[src/design/pai_pkg.sv]
package pai_pkg;
    // Register byte addresses
    localparam logic [7:0] ADDR_STATUS_LOW = 8'h10;
    localparam logic [7:0] ADDR_STATUS_HIGH = 8'h11;
    localparam logic [7:0] ADDR_ENABLE_LOW = 8'h12;
    localparam logic [7:0] ADDR_ENABLE_HIGH = 8'h13;
    localparam logic [7:0] ADDR_POWER_ENABLE = 8'h14;
    // Reset values
    localparam logic [7:0] RST_STATUS = 8'h00;
    localparam logic [7:0] RST_ENABLE_LOW = 8'hff;
    localparam logic [7:0] RST_ENABLE_HIGH = 8'h0f;
    localparam logic [7:0] RST_POWER_ENABLE = 8'hff;
    // Field positions, high status and enable bytes
    localparam int VENDOR_BIT = 7;
    localparam int SINK_DISCONNECT_BIT = 3;
    localparam int RX_OVERFLOW_BIT = 2;
    localparam int FAULT_BIT = 1;
    localparam int LOW_VOLTAGE_ALARM_BIT = 0;
    // Field position, low status byte
    localparam int RX_MESSAGE_BIT = 2;
    // Writable bits of the high bytes; 6:4 reserved
    localparam logic [7:0] HIGH_WRITABLE = 8'h8f;
endpackage : pai_pkg

[src/design/pai_flag_if.sv]
`timescale 1ns/1ps
`default_nettype none
interface pai_flag_if;
    logic [7:0] set;
    logic [7:0] clear;
    logic [7:0] flag;
    modport owner (input set, input clear, output flag);
    modport user (output set, output clear, input flag);
endinterface : pai_flag_if
`default_nettype wire

[src/design/pai_alert_top.sv]
// Functional notes
// (RULE1) Interrupt output low when any set flag has its enable bit high.
// (RULE2) Interrupt stays low until all pending enabled flags are cleared by one-writes.
// (RULE3) Interrupt released high once no flag is both set and enabled.
// (RULE4) Disabled events still set their flag but do not pull interrupt.
// (RULE5) High bit 7 sets when any enabled vendor source is set.
// (RULE6) Host clears vendor status before clearing the vendor summary flag.
// (RULE7) High bit 3 sets on sink-disconnect threshold crossing; zero after clear.
// (RULE8) High bit 2 sets on receive overflow; one-write acknowledges it.
// (RULE9) Overflow condition clears only by writing the receive-message flag.
// (RULE10) High bit 1 sets on any fault; fault detail lives elsewhere.
// (RULE11) High bit 0 sets on low-voltage alarm; zero after clear.
// (RULE12) Low enable byte: one enable per low flag, 1 unmasks.
// (RULE13) Enable high bit 7 gates the vendor summary onto the interrupt.
// (RULE14) Enable high bits 3:0 per flag; bits 6:4 read-only zero.
// (RULE15) Low byte flags 7..0: hi alarm, tx ok, discard, fail, hard reset, rx, power, cc.
// (RULE16) Zero-writes leave flags; set in same cycle as clear wins.
`timescale 1ns/1ps
`default_nettype none
module pai_alert_top (
    input wire logic clk_i,              // System clock, 250 MHz
    input wire logic sys_rst_i,          // Synchronous reset, active high
    input wire logic [7:0] reg_addr_i,   // Register address
    input wire logic reg_wr_i,           // Write strobe, one cycle
    input wire logic [7:0] reg_wdata_i,  // Write data
    input wire logic reg_rd_i,           // Read strobe, one cycle
    output logic [7:0] reg_rdata_o,      // Read data, one cycle after strobe
    input wire logic [7:0] low_event_i,  // Low byte event pulses
    input wire logic vendor_pending_i,   // Any enabled vendor source set, level
    input wire logic sink_disconnect_i,  // Threshold crossing pulse
    input wire logic rx_overflow_i,      // Receive buffer overflow pulse
    input wire logic fault_i,            // Any fault pulse
    input wire logic low_voltage_alarm_i, // Low-voltage alarm pulse
    output logic rx_overflow_pending_o,  // Overflow condition still held
    output logic [7:0] power_event_enable_o, // Power event enables
    output logic alert_n_o               // Interrupt, active low
);
    typedef struct packed {
        logic [7:0] enable_low;
        logic [7:0] enable_high;
        logic [7:0] power_enable;
        logic rx_overflow_pending;
        logic [7:0] rdata;
        logic alert_n;
    } pai_top_state_type;

    pai_top_state_type st;
    pai_top_state_type next_st;
    pai_flag_if low_if ();
    pai_flag_if high_if ();
    logic [7:0] high_events;
    logic any_pending;

    pai_flag_byte u_low (
        .clk_i(clk_i),
        .sys_rst_i(sys_rst_i),
        .bus(low_if.owner)
    );
    pai_flag_byte u_high (
        .clk_i(clk_i),
        .sys_rst_i(sys_rst_i),
        .bus(high_if.owner)
    );

    ////////////////////////////////////////////////////////////////////////
    // Events; the low byte carries its own sources in fixed order
    assign low_if.set = low_event_i; // RULE15 RULE4
    always_comb begin
        high_events = 8'h00;
        high_events[pai_pkg::VENDOR_BIT] = vendor_pending_i; // RULE5
        high_events[pai_pkg::SINK_DISCONNECT_BIT] = sink_disconnect_i; // RULE7
        high_events[pai_pkg::RX_OVERFLOW_BIT] = rx_overflow_i; // RULE8
        high_events[pai_pkg::FAULT_BIT] = fault_i; // RULE10
        high_events[pai_pkg::LOW_VOLTAGE_ALARM_BIT] = low_voltage_alarm_i; // RULE11
    end
    assign high_if.set = high_events;

    // Write-one-to-clear; zero bits untouched
    assign low_if.clear = (reg_wr_i && reg_addr_i == pai_pkg::ADDR_STATUS_LOW)
        ? reg_wdata_i : 8'h00; // RULE16
    assign high_if.clear = (reg_wr_i && reg_addr_i == pai_pkg::ADDR_STATUS_HIGH)
        ? (reg_wdata_i & pai_pkg::HIGH_WRITABLE) : 8'h00; // RULE8 RULE11 RULE7

    ////////////////////////////////////////////////////////////////////////
    always_comb begin
        next_st = st;
        if (reg_wr_i) begin
            unique case (reg_addr_i)
                pai_pkg::ADDR_ENABLE_LOW: next_st.enable_low = reg_wdata_i; // RULE12
                pai_pkg::ADDR_ENABLE_HIGH:
                    next_st.enable_high = reg_wdata_i & pai_pkg::HIGH_WRITABLE; // RULE14
                pai_pkg::ADDR_POWER_ENABLE: next_st.power_enable = reg_wdata_i;
                default: ;
            endcase
        end
        // Acknowledge alone keeps the condition; only the rx-message clear ends it
        if (rx_overflow_i) begin
            next_st.rx_overflow_pending = 1'b1;
        end else if (low_if.clear[pai_pkg::RX_MESSAGE_BIT]) begin
            next_st.rx_overflow_pending = 1'b0; // RULE9
        end
        next_st.rdata = 8'h00;
        if (reg_rd_i) begin
            unique case (reg_addr_i)
                pai_pkg::ADDR_STATUS_LOW: next_st.rdata = low_if.flag;
                pai_pkg::ADDR_STATUS_HIGH: next_st.rdata = high_if.flag;
                pai_pkg::ADDR_ENABLE_LOW: next_st.rdata = st.enable_low;
                pai_pkg::ADDR_ENABLE_HIGH: next_st.rdata = st.enable_high;
                pai_pkg::ADDR_POWER_ENABLE: next_st.rdata = st.power_enable;
                default: next_st.rdata = 8'h00;
            endcase
        end
        // Next enables, so a mask write acts on the edge after it; a vendor source
        // still pending re-sets bit 7, so the host clears that source first
        any_pending = |(low_if.flag & next_st.enable_low)
            | |(high_if.flag & next_st.enable_high); // RULE1 RULE13
        // Looks at flags one cycle old, so interrupt trails the flag by a cycle
        next_st.alert_n = ~any_pending; // RULE2 RULE3
    end

    always_ff @(posedge clk_i) begin
        if (sys_rst_i) begin
            st <= '{enable_low: pai_pkg::RST_ENABLE_LOW,
                    enable_high: pai_pkg::RST_ENABLE_HIGH,
                    power_enable: pai_pkg::RST_POWER_ENABLE,
                    rx_overflow_pending: 1'b0,
                    rdata: 8'h00,
                    alert_n: 1'b1};
        end else begin
            st <= next_st;
        end
    end

    assign reg_rdata_o = st.rdata;
    assign rx_overflow_pending_o = st.rx_overflow_pending;
    assign power_event_enable_o = st.power_enable;
    assign alert_n_o = st.alert_n;
endmodule : pai_alert_top
`default_nettype wire

[src/design/pai_flag_byte.sv]
`timescale 1ns/1ps
`default_nettype none
module pai_flag_byte (
    input wire logic clk_i,        // System clock
    input wire logic sys_rst_i,    // Synchronous reset, active high
    pai_flag_if.owner bus          // Set, clear and flag byte
);
    typedef struct packed {
        logic [7:0] flag;
    } pai_flag_state_type;

    pai_flag_state_type st;
    pai_flag_state_type next_st;

    // Set wins over clear in the same cycle
    always_comb begin
        next_st = st;
        next_st.flag = (st.flag & ~bus.clear) | bus.set; // RULE16
    end

    always_ff @(posedge clk_i) begin
        if (sys_rst_i) begin
            st <= '{flag: pai_pkg::RST_STATUS};
        end else begin
            st <= next_st;
        end
    end

    assign bus.flag = st.flag;
endmodule : pai_flag_byte
`default_nettype wire

[config.mk]
export PLATFORM = sky130hd
export DESIGN_NAME = pai_alert_top
export DESIGN_NICKNAME = d
export VERILOG_FILES = /design/src/design/pai_pkg.sv /design/src/design/pai_flag_if.sv /design/src/design/pai_alert_top.sv /design/src/design/pai_flag_byte.sv
export SDC_FILE = /design/constraint.sdc
export NUM_CORES = 1
export LEC_CHECK = 0
export BUFFER_PORTS_ARGS = -buffer_cell sky130_fd_sc_hd__buf_2
export CAP_MARGIN = 20
export CELL_PAD_IN_SITES_DETAIL_PLACEMENT = 1
export CELL_PAD_IN_SITES_GLOBAL_PLACEMENT = 1
export CORE_MARGIN = 3
export CORE_UTILIZATION = 42
export DETAILED_ROUTE_END_ITERATION = 16
export GPL_TIMING_DRIVEN = 1
export PLACE_DENSITY = 0.85
export SYNTH_ARGS = -nofsm -noshare
export SYNTH_HDL_FRONTEND = slang
export SYNTH_HIERARCHICAL = 1
export SYNTH_SLANG_ARGS = --single-unit
[constraint.sdc]
create_clock -name clk_i -period 2.2 [get_ports clk_i]
set_input_delay 0.44 -clock clk_i [delete_from_list [all_inputs] [get_ports clk_i]]
set_output_delay 0.44 -clock clk_i [all_outputs]
set_load 0.01 [all_outputs]
======== After elaboration in Yosys (flattened, before gate mapping) ========
Index checks and enable logic that the tools add are counted.
word-level totals
  memory bits (read-only) ................. 0
  memories ................................ 0
  input bits .............................. 33
  bits in latches ......................... 0
  memory bits (writable) .................. 0
  register bits after elaboration ......... 50
  word-level logic and storage cells ...... 40
  output and inout bits ................... 18
cells by class
  equal/unequal tests ..................... 5
  multiply operators ...................... 0
  multiplexer cells ....................... 9
  add/subtract/negate cells ............... 0
  magnitude comparators ................... 0
  reduce and logical (&&, ||, !) cells .... 7
  shifts and indexed selects .............. 0
  bitwise logic cells ..................... 11
  divide/modulo/power cells ............... 0
operators with widths
  cell                                                                   number
  8-bit by 5-bit equality test with 1-bit output, second input constant  5
  8-bit 2-to-1 mux                                                       5
  8-bit one-hot mux with 5 select lines                                  1
  8-bit AND                                                              4
  24-bit 2-to-1 mux                                                      1
  8-bit NOT                                                              2
  8-bit OR                                                               2
  8-bit OR reduction                                                     2
  1-bit logical AND                                                      2
  1-bit 2-to-1 mux                                                       2
  1-bit NOT                                                              2
  2-bit AND reduction                                                    1
  2-bit nonzero test                                                     1
  2-bit OR reduction                                                     1
  1-bit OR                                                               1

======== Depth between registers and ports, before layout ========
  word-level depth ........................ 7
  depth in mapped cells ................... 8
  mapped depth without buffers ............ 7

======== Cells and area by module ========
The synthesis kept the hierarchy.
by module, submodules not included
  module         area each (um^2)  sequential area each (um^2)  cells an instance  times used
  pai_alert_top  1834.3            680.7                        214                1
  pai_flag_byte  381.6             160.2                        33                 2

======== Least setup slack after synthesis ========
OpenSTA, ideal clock, no wires.
  path type ............................... input-to-reg
  start point ............................. input port reg_addr_i[5]
  end point ............................... register u_high.st, in the netlist u_high/bus.flag[2]
  buffers on the path ..................... 1
  data arrival time ....................... 1.923 ns
  setup time .............................. 0.113 ns
  data required time ...................... 2.087 ns
  stages on the path ...................... 7
  setup slack ............................. 0.164 ns
  path through ............................ nor4b_4 > and2_2 > clkbuf_1 > and3b_1 > and3_1 > nand2b_4 > a21oi_2
on the way
  longest elaborated chain between the ends .. 6
RTL lines
  item                                            RTL line             source
  from (decl)                                     pai_alert_top.sv:23  input wire logic [7:0] reg_addr_i,
  8-bit by 5-bit equality test with 1-bit output  pai_alert_top.sv:81  assign high_if.clear = (reg_wr_i && reg_addr_i == pai_pkg::ADDR_STATUS_HIGH)
  1-bit logical AND                               pai_alert_top.sv:81
  8-bit 2-to-1 mux                                pai_alert_top.sv:82  ? (reg_wdata_i & pai_pkg::HIGH_WRITABLE) : 8'h00;
  net high_if.clear[2]                            pai_flag_if.sv:5     logic [7:0] clear;
  8-bit NOT                                       pai_flag_byte.sv:18  next_st.flag = (st.flag & ~bus.clear) | bus.set;
  8-bit AND                                       pai_flag_byte.sv:18
  8-bit OR                                        pai_flag_byte.sv:18
  to (signal assigned)                            pai_flag_byte.sv:23  st <= '{flag: pai_pkg::RST_STATUS};
  to (signal assigned)                            pai_flag_byte.sv:25  st <= next_st;
  to (decl)                                       pai_flag_byte.sv:12  pai_flag_state_type st;
The timed path passes the listed nets, and every way through them passes these cells.
A chain may end at the register's enable or synchronous reset.

======== Worst setup path in the final report ========
  start point ............................. input port reg_addr_i[5]
  end point ............................... register st, in the netlist alert_n_o
on the way
  longest elaborated chain between the ends .. 7
  elaborated cells on any way between the ends .. 11
  classes of those cells .................. eq/ne (2); mux (3); bitwise (4); reduce/logical (2)
RTL lines
  item                                            RTL line                                    source
  8-bit by 5-bit equality test with 1-bit output  pai_alert_top.sv:88                         unique case (reg_addr_i)
  8-bit 2-to-1 mux                                pai_alert_top.sv:88
  24-bit 2-to-1 mux *                             pai_alert_top.sv:87                         if (reg_wr_i) begin
  8-bit AND (on tied branches)                    pai_alert_top.sv:115, pai_alert_top.sv:116
  8-bit OR reduction (on tied branches)           pai_alert_top.sv:115, pai_alert_top.sv:116
  1-bit OR *                                      pai_alert_top.sv:116                        | |(high_if.flag & next_st.enable_high);
  1-bit NOT *                                     pai_alert_top.sv:118                        next_st.alert_n = ~any_pending;
  to (signal assigned)                            pai_alert_top.sv:123                        st <= '{enable_low: pai_pkg::RST_ENABLE_LOW,
  to (signal assigned)                            pai_alert_top.sv:130                        st <= next_st;
  to (decl)                                       pai_alert_top.sv:47                         pai_top_state_type st;
Every way passes the cells marked *; elsewhere a longest branch is shown, timed or not.

==> flow_metrics.tcl <==
set metrics [dict create \
    synthCells 280 \
    fillerInstances 735 \
    p_leak_nw 1.38 \
    outcome "completed" \
    power_density_nw_per_um2 612 \
    vias_per_cell 5.20 \
    io_pins 51 \
    period_share_pct 86.0 \
    finalSetupViolCount 0 \
    cp_max_fo 8 \
    crit_path_end "alert_n_o" \
    critPathKind "input pin to flip-flop" \
    place.gp.congestion 0.856 \
    rsz0062_at_grt "false" \
    fin_worst_skew_ns 0.0112 \
    fin_crit_ns 1.89 \
    clockRootBuffer "clkbuf_8" \
    core.rowCount 28 \
    dp_hpwl_um 5120 \
    cts_setup_buffers 0 \
    cp_slowest_cell "o41ai_2" \
    tns_ns 0 \
    grt_usage_pct 19.2 \
    top_layer "met4" \
    clk_path_buf_depth 2 \
    layout.nets 353 \
    power.switching_uw 447 \
    synth-seq-cells 50 \
    routed_wl_um 6530 \
    cp_num_buf_inv 2 \
    grt_remaining_overflow 0 \
    grt_pass1_wl_um 10800 \
    cts_hold_buf 0 \
    slew_violations 0 \
    area_growth_pct 13.3 \
    portBuffers 50 \
    coreArea_um2 5960 \
    firstDrtPassIters 4 \
    remaining_drc_errors 0 \
    seqPwrFrac_pct 53.3 \
    synth_warnings 6 \
    ys_seq_area_share_pct 38.5 \
    reg2reg_depth 4 \
    antennaDiodeCount 0 \
    cp.depth 8 \
    swShare_pct 24.8 \
    wl_per_cell_um 16.5 \
    first_global_vias 2064 \
    cts_tree "built" \
    insertion_delay_ns 0.31 \
    grt_max_degree 19 \
    regToRegEndpoint "reg_rdata_o[6]" \
    r2r_setup_slack_ns 0.90 \
    vias 2060 \
    worstPathRequired_ns 2.43 \
    antenna_found_initial 0 \
    synth_cell_types 38 \
    syn_area_um2 2600 \
    critical-path-top-delay-family "simple AND/OR/NAND/NOR gates" \
    initial_core_util_pct 43.6 \
    drtIter0Drc 160 \
    drt-met1-wl_um 2910 \
    post_cts_resized 0 \
    htree_levels 2 \
    pwr-share-comb_pct 11.0 \
    die-area_um2 7160 \
    synth.avg_cell_area_um2 9.28 \
    clock.fmax_mhz 529 \
    worst_pin_slew_ns 0.684 \
    die_w_um 84.6 \
    wl_met3_um 297 \
    detail-route-antenna-nets 0 \
    numCtsBuffers 5 \
    critPathLaunchType "input pin" \
    cp_slowest_stage_delay_ns 0.33 \
    dr_wl_met2_um 3240 \
    clock_sinks 50 \
    timing.slew.headroom_pct 54.2 \
    worstReg2RegStart "st[24]" \
    drive_above_1_share_pct 35.2 \
    final-hold-violation-count 0 \
    whs_ns 0.349 \
    setup.worst_path.start "reg_addr_i[5]" \
    cap_viol_max_count 0 \
    clk_pin_slew_ns 0.10 \
    hp-class "input pin to flip-flop" \
    internal_power_mw 1.35 \
    peakVddDrop_mv 0.238 \
    die_h_um 84.6 \
    power_frac_clock_pct 35.7 \
    worstPathCellList "buf_2 > nor4b_4 > buf_4 > nand4_4 > mux2i_1 > a2bb2oi_2 > nand4_1 > o41ai_2" \
    final_cell_mix "50 x dfxtp_1, 50 x buf_2, 29 x inv_1" \
    worst_setup_path_end_kind "flip-flop" \
    critPathArrivalTime_ns 2.12 \
]
-- cell usage after synthesis (all sizes together) --
cell | number | share of area (%)
a21oi | 23 | 6.7
a222oi | 3 | 1.2
a22o | 2 | 0.67
a22oi | 6 | 1.7
a2bb2oi | 2 | 1.2
and2 | 8 | 2.0
and3 | 12 | 3.0
and3b | 1 | 0.34
and4b | 1 | 0.39
buf | 21 | 6.0
clkbuf | 10 | 1.4
conb | 1 | 0.14
dfxtp | 50 | 39
inv | 29 | 4.2
mux2 | 4 | 1.7
mux2i | 17 | 6.6
nand2 | 26 | 3.8
nand2b | 18 | 9.0
nand3 | 23 | 4.9
nand4 | 2 | 1.1
nor2 | 6 | 0.96
nor2b | 1 | 0.24
nor4b | 1 | 0.92
o211ai | 1 | 0.29
o21ai | 6 | 1.2
o22a | 2 | 0.67
o22ai | 3 | 0.72
o41ai | 1 | 0.63
-- through the flow --
step | setup slack, ns | instances | util, % | area (um2) | total power [mW]
global route | 0.213 | 396 | 49.4 | 2940 | 1.88
global placement | 0.0688 | 388 | 47.6 | 2840 | 1.17
detailed placement | -0.0167 | 388 | 47.6 | 2840 | 1.18
floorplan | 0.164 | 285 | - | 2620 | 1.10
CTS | 0.299 | 396 | 49.4 | 2940 | 1.82
finish | 0.308 | 396 | 49.4 | 2940 | 1.80
-- how the worst min path moves through the flow --
| stage | start | end | depth (start not counted) |
|---|---|---|---|
| floorplan | st[26] | reg_rdata_o[0] | 2 |
| finish | low_event_i[5] | u_low/bus.flag[5] | 3 |
| global placement | st[30] | reg_rdata_o[4] | 2 |
| global route | low_event_i[0] | u_low/bus.flag[0] | 3 |
| detailed placement | st[29] | reg_rdata_o[3] | 2 |
| CTS | low_event_i[5] | u_low/bus.flag[5] | 3 |
-- power by group through the flow --
stage	clock network, mW	logic, mW	registers [mW]
2_1_floorplan	0	0.124	0.974
4_1_cts	0.658	0.197	0.961
3_5_place_dp	0	0.195	0.982
6_report	0.643	0.198	0.960
3_3_place_gp	0	0.189	0.980
5_1_grt	0.697	0.216	0.965
-- layout make-up --
type / instances / area [um2] / share of cell area (%)
multi-input cells: 175 / 1310 / 44.6
clock inverters: 3 / 40.0 / 1.36
clock buffers: 5 / 68.8 / 2.34
flip-flops and latches: 50 / 1000 / 34.0
inverters: 29 / 109 / 3.70
repair buffers: 59 / 318 / 10.8
well taps: 75 / 93.8 / 3.19
-- tightest hold or removal path, cell delays in order --
cell	delay (ns)
buf_2	0.09
inv_1	0.05
a21oi_2	0.04
-- cells by family after synthesis --
family,count (synthesis),share of synthesized area [%]
other,1,0.144
buffers and inverters,60,11.6
muxes,21,8.28
AOI/OAI and AO/OA,49,14.9
and+or+nand+nor,99,26.5
DFF,50,38.5
-- metal layers --
layer,vias to the layer above,global-route usage (%)
li1,1001,-
met1,991,25.6
met2,59,31.1
met3,9,3.93
met4,0,6.04
met5,-,0
-- registers in the layout, summed over array words and instances (netlist names) --
| name | flops |
|---|---|
| power_event_enable_o | 8 |
| rx_overflow_pending_o | 1 |
| u_low/bus.flag | 8 |
| reg_rdata_o | 8 |
| u_high/bus.flag | 8 |
| st | 16 |
| alert_n_o | 1 |
Power figures use the tool's default switching activity.
